--- src/rtl/sws_pkg.sv ---
// Constants, types and carriers for the sleep/wake control block
// What this block does
// - A filtered bus wake-up level raises the regulator enable output.
// - Regulator enable stays high for a hold delay after wake signalling.
// - Hold delay over and both mode bits low returns to sleep, even with wake level.
// - Hold delays are timed from an internal 500 kHz oscillator tick.
// - Driver stays enabled for a fixed time after producing a passive level.
// - Wake-up flag is deglitched and feeds mode control and timers.
// - Receiver turns the bus level into a logic zero or one.
// - Driver sends wake-up voltage only in wake-up mode.
// - Edge shaping on in normal rates, bypassed in high speed mode.
// - Undervoltage disables both receiver and driver.
// - Loss of module ground opens the load switch.
// - Too low ground-to-battery voltage counts as ground loss.
// - Mode bits bit0,bit1: 00 sleep, 01 wake-up, 10 high speed, 11 normal.
// - Transmit data is inverted: high leaves bus recessive, low drives dominant.
// - Hold delay from sleep conditions to enable falling is 300 to 1000 ms.
// - Undriven mode pins read low, which means sleep.
package sws_pkg;

  // Clocking
  localparam int CLK_MHZ = 100;
  localparam int OSC_KHZ = 500;
  localparam int OSC_DIV = CLK_MHZ * 1000 / OSC_KHZ;
  localparam int DIV_W   = 8;
  localparam logic [DIV_W-1:0] OSC_DIV_LAST = DIV_W'(OSC_DIV - 1);

  // Regulator enable hold delay, ms and oscillator ticks
  localparam int HOLD_MIN_MS = 300;
  localparam int HOLD_MAX_MS = 1000;
  localparam int HOLD_DEF_MS = 650;
  localparam int HOLD_W      = 19;

  // Transmit driver hold, us and ticks
  localparam int TX_HOLD_US = 20;
  localparam int TXH_W      = 4;
  localparam logic [TXH_W-1:0] TX_HOLD_TICKS = TXH_W'(TX_HOLD_US * OSC_KHZ / 1000);

  // Wake-up level deglitch, us and clock cycles
  localparam int HV_FILT_US = 10;
  localparam int HVF_W      = 10;
  localparam logic [HVF_W-1:0] HV_FILT_LAST = HVF_W'(HV_FILT_US * CLK_MHZ - 1);

  // Register map, byte addresses
  localparam int ADDR_W = 4;
  localparam logic [ADDR_W-1:0] REG_HOLD   = 4'h0;
  localparam logic [ADDR_W-1:0] REG_STATUS = 4'h4;

  // Status fields
  localparam int ST_REG_EN   = 0;
  localparam int ST_HV_FLAG  = 1;
  localparam int ST_STATE_LO = 2;
  localparam int ST_UV       = 5;
  localparam int ST_GND_LOW  = 6;
  localparam int ST_RXD      = 7;
  localparam int ST_MODE_LO  = 8;
  localparam int ST_TX_EN    = 10;
  localparam int ST_LOAD_SW  = 11;

  // Mode pins, bit0 first
  typedef enum logic [1:0] {
    MODE_SLEEP = 2'h0,
    MODE_HIGH_VOLTAGE_WAKEUP_FLAG  = 2'h1,
    MODE_HS    = 2'h2,
    MODE_NORM  = 2'h3
  } sws_mode_e;

  // Sequencer states
  typedef enum logic [2:0] {
    ST_SLEEP  = 3'h1,
    ST_WAKE   = 3'h2,
    ST_ACTIVE = 3'h4
  } sws_state_e;

  // Analog sensing inputs
  typedef struct packed {
    logic undervolt;
    logic gnd_low;
    logic hv_level;
    logic bus_dom;
  } sws_sense_s;

  // Transmit driver controls
  typedef struct packed {
    logic drive;
    logic enable;
    logic hv;
    logic shape;
  } sws_drv_s;

endpackage : sws_pkg

--- src/rtl/sws_sleep_wake_control.sv ---
// Sleep/wake sequencer, driver control, receiver gating and register slave
//
// The placing of the registers and the Avalon-MM register port are this design's own decisions.
module sws_sleep_wake_control
  import sws_pkg::*;
#(
  parameter logic [HOLD_W-1:0] HOLD_MIN_TICKS = HOLD_W'(HOLD_MIN_MS * OSC_KHZ),
  parameter logic [HOLD_W-1:0] HOLD_MAX_TICKS = HOLD_W'(HOLD_MAX_MS * OSC_KHZ),
  parameter logic [HOLD_W-1:0] HOLD_DEF_TICKS = HOLD_W'(HOLD_DEF_MS * OSC_KHZ)
) (
  // Clock and reset
  input  wire logic              ref_clk,
  input  wire logic              reset,
  // Host mode pins and transmit data
  input  wire logic              mode_select_bit0,
  input  wire logic              mode_select_bit1,
  input  wire logic              txd_in,
  // Bus and supply sensing
  input  wire sws_sense_s        sense_in,
  // Regulator, load switch and wake flag
  output logic                   regulator_enable_out,
  output logic                   load_switch_closed_out,
  output logic                   high_voltage_wakeup_flag,
  // Transmit driver controls
  output sws_drv_s               transmit_driver,
  // Receive data, open drain
  input  wire logic              rxd_in,
  output logic                   rxd_out,
  output logic                   rxd_oe,
  // Avalon-MM slave
  input  wire logic [ADDR_W-1:0] avs_address,
  input  wire logic              avs_read,
  input  wire logic              avs_write,
  input  wire logic [31:0]       avs_writedata,
  output logic [31:0]            avs_readdata,
  output logic                   avs_waitrequest
);

  sws_mode_e         mode;
  logic              uv;
  logic [DIV_W-1:0]  div_q, div_d;
  logic              tick_q, tick_d;
  logic [HVF_W-1:0]  hvf_q, hvf_d;
  logic              hv_flag_q, hv_flag_d;
  logic              hv_rise;
  logic              hv_rise_q;
  sws_state_e        state_q, state_d;
  logic [HOLD_W-1:0] hold_cnt_q, hold_cnt_d;
  logic [HOLD_W-1:0] hold_q, hold_d;
  logic              reg_en_q, reg_en_d;
  logic [TXH_W-1:0]  txh_q, txh_d;
  sws_drv_s          drv_q, drv_d;
  logic              tx_active;
  logic              bus_receiver_on;
  logic              rxd_oe_q, rxd_oe_d;
  logic              rxd_q;
  logic              ls_q, ls_d;
  logic              wait_q, wait_d;
  logic [31:0]       rdata_q, rdata_d;
  logic [31:0]       status;
  logic [HOLD_W-1:0] wval;

  // Mode pins; undriven pins read low and select sleep
  assign mode = sws_mode_e'({mode_select_bit0, mode_select_bit1});
  assign uv   = sense_in.undervolt;

  // Oscillator tick divider
  always_comb begin
    tick_d = (div_q == OSC_DIV_LAST);
    div_d  = tick_d ? '0 : div_q + DIV_W'(1);
  end

  always_ff @(posedge ref_clk) begin
    if (reset) begin
      div_q  <= '0;
      tick_q <= 1'b0;
    end else begin
      div_q  <= div_d;
      tick_q <= tick_d;
    end
  end

  // Wake-up level deglitch filter
  always_comb begin
    hvf_d = hvf_q;
    if (!sense_in.hv_level) begin
      hvf_d = '0;
    end else if (hvf_q != HV_FILT_LAST) begin
      hvf_d = hvf_q + HVF_W'(1);
    end
    hv_flag_d = sense_in.hv_level && (hv_flag_q || hvf_q == HV_FILT_LAST);
  end

  assign hv_rise = hv_flag_d && !hv_flag_q;

  always_ff @(posedge ref_clk) begin
    if (reset) begin
      hvf_q     <= '0;
      hv_flag_q <= 1'b0;
      hv_rise_q <= 1'b0;
    end else begin
      hvf_q     <= hvf_d;
      hv_flag_q <= hv_flag_d;
      hv_rise_q <= hv_rise;
    end
  end

  // Sleep/wake sequencer and regulator hold counter
  always_comb begin
    state_d    = state_q;
    hold_cnt_d = hold_cnt_q;
    case (state_q)
      ST_SLEEP: begin
        // Only a fresh rise wakes; a steady level after hold expiry keeps sleep
        if (hv_rise_q) begin
          state_d    = ST_WAKE;
          hold_cnt_d = hold_q;
        end
      end
      ST_WAKE: begin
        if (mode != MODE_SLEEP) begin
          state_d = ST_ACTIVE;
        end else if (hold_cnt_q == '0) begin
          state_d = ST_SLEEP;
        end else if (hv_rise) begin
          hold_cnt_d = hold_q;
        end else if (tick_q) begin
          hold_cnt_d = hold_cnt_q - HOLD_W'(1);
        end
      end
      ST_ACTIVE: begin
        if (mode == MODE_SLEEP) begin
          state_d    = ST_WAKE;
          hold_cnt_d = hold_q;
        end
      end
      default: begin
        state_d = ST_SLEEP;
      end
    endcase
    reg_en_d = (state_d != ST_SLEEP);
  end

  always_ff @(posedge ref_clk) begin
    if (reset) begin
      state_q    <= ST_SLEEP;
      hold_cnt_q <= '0;
      reg_en_q   <= 1'b0;
    end else begin
      state_q    <= state_d;
      hold_cnt_q <= hold_cnt_d;
      reg_en_q   <= reg_en_d;
    end
  end

  // Transmit driver control and post-passive hold
  assign tx_active = (state_q != ST_SLEEP) && !uv;

  always_comb begin
    drv_d.drive  = tx_active && !txd_in;
    drv_d.hv     = tx_active && (mode == MODE_HIGH_VOLTAGE_WAKEUP_FLAG);
    drv_d.shape  = (mode != MODE_HS);
    txh_d        = txh_q;
    if (drv_d.drive) begin
      txh_d = TX_HOLD_TICKS;
    end else if (tick_q && txh_q != '0) begin
      txh_d = txh_q - TXH_W'(1);
    end
    drv_d.enable = tx_active && (drv_d.drive || txh_q != '0);
  end

  always_ff @(posedge ref_clk) begin
    if (reset) begin
      txh_q <= '0;
      drv_q <= '0;
    end else begin
      txh_q <= txh_d;
      drv_q <= drv_d;
    end
  end

  // Receiver gating and load switch
  assign bus_receiver_on = !uv && ((state_q != ST_SLEEP) || hv_flag_q);

  always_comb begin
    rxd_oe_d = bus_receiver_on && sense_in.bus_dom;
    ls_d     = !sense_in.gnd_low;
  end

  always_ff @(posedge ref_clk) begin
    if (reset) begin
      rxd_oe_q <= 1'b0;
      rxd_q    <= 1'b0;
      ls_q     <= 1'b1;
    end else begin
      rxd_oe_q <= rxd_oe_d;
      rxd_q    <= 1'b0;
      ls_q     <= ls_d;
    end
  end

  // Status word
  always_comb begin
    status                                 = '0;
    status[ST_REG_EN]                      = reg_en_q;
    status[ST_HV_FLAG]                     = hv_flag_q;
    status[ST_STATE_LO +: 3]               = state_q;
    status[ST_UV]                          = uv;
    status[ST_GND_LOW]                     = sense_in.gnd_low;
    status[ST_RXD]                         = rxd_in;
    status[ST_MODE_LO +: 2]                = mode;
    status[ST_TX_EN]                       = drv_q.enable;
    status[ST_LOAD_SW]                     = ls_q;
  end

  // Avalon slave, one wait cycle per access
  always_comb begin
    wait_d  = !((avs_read || avs_write) && wait_q);
    rdata_d = rdata_q;
    hold_d  = hold_q;
    wval    = avs_writedata[HOLD_W-1:0];
    if (avs_read && wait_q) begin
      if (avs_address == REG_HOLD) begin
        rdata_d = {{(32-HOLD_W){1'b0}}, hold_q};
      end else if (avs_address == REG_STATUS) begin
        rdata_d = status;
      end else begin
        rdata_d = '0;
      end
    end
    if (avs_write && !wait_q && avs_address == REG_HOLD) begin
      if (|avs_writedata[31:HOLD_W] || wval > HOLD_MAX_TICKS) begin
        hold_d = HOLD_MAX_TICKS;
      end else if (wval < HOLD_MIN_TICKS) begin
        hold_d = HOLD_MIN_TICKS;
      end else begin
        hold_d = wval;
      end
    end
  end

  always_ff @(posedge ref_clk) begin
    if (reset) begin
      wait_q  <= 1'b1;
      rdata_q <= '0;
      hold_q  <= HOLD_DEF_TICKS;
    end else begin
      wait_q  <= wait_d;
      rdata_q <= rdata_d;
      hold_q  <= hold_d;
    end
  end

  // Outputs
  assign regulator_enable_out     = reg_en_q;
  assign load_switch_closed_out   = ls_q;
  assign high_voltage_wakeup_flag = hv_flag_q;
  assign transmit_driver          = drv_q;
  assign rxd_out                  = rxd_q;
  assign rxd_oe                   = rxd_oe_q;
  assign avs_readdata             = rdata_q;
  assign avs_waitrequest          = wait_q;
endmodule : sws_sleep_wake_control

--- config.mk ---
export PLATFORM = sky130hd
export DESIGN_NAME = sws_sleep_wake_control
export DESIGN_NICKNAME = d
export VERILOG_FILES = /design/src/rtl/sws_pkg.sv /design/src/rtl/sws_sleep_wake_control.sv
export SDC_FILE = /design/constraint.sdc
export NUM_CORES = 1
export LEC_CHECK = 0
export BUFFER_PORTS_ARGS = -buffer_cell sky130_fd_sc_hd__buf_2
export CAP_MARGIN = 10
export CORE_MARGIN = 8
export CORE_UTILIZATION = 32
export DETAILED_ROUTE_END_ITERATION = 7
export HOLD_SLACK_MARGIN = 0.05
export PLACE_DENSITY = 0.48
export SETUP_SLACK_MARGIN = 0.5
export SYNTH_ARGS = -nofsm -noshare
export SYNTH_HDL_FRONTEND = slang
export SYNTH_SLANG_ARGS = --single-unit
--- constraint.sdc ---
create_clock -name ref_clk -period 6.1 [get_ports ref_clk]
set_clock_uncertainty 0.15 [all_clocks]
set_input_delay 0 -clock ref_clk [delete_from_list [all_inputs] [get_ports ref_clk]]
set_output_delay 0 -clock ref_clk [all_outputs]
set_load 0.005 [all_outputs]
==> reports/metrics.yaml <==
clock_tree:
  postCtsSetupBuffers: 0
  cts_sinks: 93
  ctsLongestPathBuffers: 2
  cts_max_level: 3
  ctsRootBufferMaster: "clkbuf_16"
  clkTransAtPathRegs_ns: 0.06
  cts_tree: "yes"
  numCtsBuffers: 9
  worstSkewPairLatency_ns: 0.35
yosys:
  synth-seq-area-share: 0.421
  synth_edf_count: 0
  synth-seq-cells: 93
  ys_types: 61
  synth_async_sr_flop_share: 0
  synthTopCellsByCount: "93 x dfxtp_1, 64 x nor2_1, 48 x a21oi_1"
  postSynthAreaPerCell_um2: 8.36
  syn_inst: 529
  yosys_warnings: 0
  synth_top_area_frac: 0.421
  synth_most_common_cell: "dfxtp_1"
  ys_top_cells_by_area: "dfxtp_1 42%, a21oi_1 5.4%, nor2_1 5.4%"
  synth_flop_cell: "dfxtp_1"
  synth_area_leader_cell: "dfxtp_1"
  synth_area_um2: 4420
place:
  placedCellCount: 759
  io_buffers: 75
  gp_congestion: 0.816
  dp_slack_ns: 3.26
  dp_hpwl_um: 8900
global_routing:
  antenna_found_initial: 0
  grt-ovfl-total: 0
  grt_pass1_wl_um: 21000
  first_global_vias: 4226
  grt_max_degree: 63
  grtUsageTotal: 0.144
run:
  max-cap-violations: 0
floorplan:
  die_area_um2: 17800
  core_area_um2: 13700
  fp.dieW_um: 134
  initial_utilization: 0.322
  ios: 90
  rows: 43
  die-height_um: 134
timing:
  finalCritPeriodShare: 0.464
  fin_crit_ns: 2.83
  fin_ws_ns: 3.27
  fmax_ghz: 0.353
  rsz0062_at_grt: "no"
  finalHoldViolations: 0
  relSlewSlack: 0.224
  slew_violations: 0
  finalSetupTns_ns: 0
  worstMarginPinSlew_ns: 1.16
  whs_ns: 0.0581
  setup_violations: 0
power_and_ir_drop:
  leakagePower_nw: 2.23
  max-vdd-ir-drop_uv: 125
  p_per_area_nw_per_um2: 244
detailed_routing:
  drt_iter0_drc: 169
  wl_um: 12800
  postRouteAntennaNets: 0
  post-route-drc-count: 0
  detail_route.wl_per_cell_um: 15.7
  via_count: 4156
  dr.pass1.iters: 4
  avgViaCountPerCell: 5.08
critical_path:
  critPathCaptureType: "register"
  ff2ff_path_depth: 7
  required_ns: 6.22
  worstPathMaxFanout: 37
  crit_type: "reg2reg"
  critPathArrivalTime_ns: 2.96
  regToRegSetupSlack_ns: 3.27
  startpoint_type: "register"
final_layout:
  final_nets: 686
  final_cell_count_no_fill: 818
  final_util: 0.412
  final.fill_count: 1409
  area_growth_syn_to_layout_pct: 27.8
  final_layout_size_suffix_gt1_frac: 0.180
  antenna_cells: 0
worst_hold_path:
  holdPathStages: 3
  hold_path_class: "in2reg"
status:
  outcome: "complete, no violations"
[routing by layer]
| metal | vias up | wire length [µm] | GRT usage |
|---|---|---|---|
| met3 | 15 | 476 | 0.0215 |
| met1 | 1958 | 6130 | 0.183 |
| met2 | 91 | 5950 | 0.235 |
| met4 | 0 | 287 | 0.0686 |
| li1 | 2092 | - | - |
| met5 | - | 0 | 0 |
[per-stage QoR]
stage	instance area, µm²	power [W]
after global placement	4870	0.000720
after global routing	5660	0.00143
after CTS	5660	0.00139
after floorplan	4470	0.000683
after detailed placement	4870	0.000721
final	5660	0.00138
[state kept, by name, summed over array words and instances, names as in the netlist, 3 cells and up]
signal           count
avs_readdata        19
div_q                8
hold_cnt_q          19
hold_q              19
hvf_q               10
state_q              3
transmit_driver      4
txh_q                4
[kinds of logic (layout without fill, tap and decap cells)]
logic type / count (synthesis) / in the layout / share of synthesized area
and+or+nand+nor: 231 / 231 / 0.277
AOI/OAI and AO/OA: 126 / 126 / 0.181
DFF: 93 / 93 / 0.421
buffers and inverters: 53 / 149 / 0.0645
xor gates and xnor gates: 16 / 16 / 0.0317
muxes: 5 / 5 / 0.0124
adders and majority gates: 4 / 4 / 0.0113
other: 1 / 14 / 0.000848
[where the power goes]
| part | internal, W | total [W] | leakage, nW | switching (W) |
|---|---|---|---|---|
| clock | 0.000412 | 0.000655 | 0.169 | 0.000243 |
| sequential | 0.000617 | 0.000624 | 0.754 | 0.00000644 |
| combinational | 0.0000469 | 0.000102 | 1.30 | 0.0000549 |
| total | 0.00108 | 0.00138 | 2.23 | 0.000304 |
[critical path: stages (launching register included)]
cell     delay (ns)
dfxtp_1        0.38
ha_1           0.26
nand2_1        0.14
nor4_2         0.39
or3_1          0.94
and2_1         0.24
o21ai_0        0.09
a21oi_1        0.16
[timing repair]
| action | 4_1_cts | 5_1_grt |
|---|---|---|
| gates resized for setup | 0 | 0 |
| hold buffers | 44 | 0 |
| hold endpoints to repair | 45 | 0 |
[worst paths after layout]
path / startpoint / to
worst max-delay path: hvf_q[0] / hold_cnt_q[17]
worst min-delay path: avs_write / hold_q[10]
worst max register to register: hvf_q[0] / hold_cnt_q[17]
worst min register to register: div_q[0] / div_q[0]
[cell usage in the layout, fill, tap and decap left out, types with 4 or more instances in the layout]
cell | Yosys | final
dfxtp_1 | 93 | 93
buf_2 | 3 | 75
nor2_1 | 64 | 64
a21oi_1 | 48 | 48
dlygate4sd3_1 | 0 | 44
nand2_1 | 34 | 34
nor3_1 | 34 | 34
o21ai_1 | 26 | 26
nand3_1 | 26 | 26
conb_1 | 1 | 14
inv_1 | 12 | 12
a221oi_1 | 12 | 12
and2_1 | 11 | 11
nor4_1 | 12 | 11
xor2_1 | 10 | 10
and3_1 | 9 | 9
o21ai_0 | 9 | 9
clkbuf_16 | 0 | 9
xnor2_1 | 6 | 6
nand4b_1 | 5 | 5
nor2b_1 | 5 | 5
nor4_2 | 3 | 4
mux2_2 | 4 | 4
a22o_1 | 4 | 4
ha_1 | 4 | 4
[final cells by class]
class,instances,area (µm²),area share
inverters,12,45.0,0.00796
multi-input cells,396,2340,0.413
well taps,180,225,0.0398
flip-flops and latches,93,1860,0.329
clock buffers,10,239,0.0423
repair buffers,122,838,0.148
clock inverters,5,108,0.0190
Note: power is estimated with default switching activity, not from simulation.
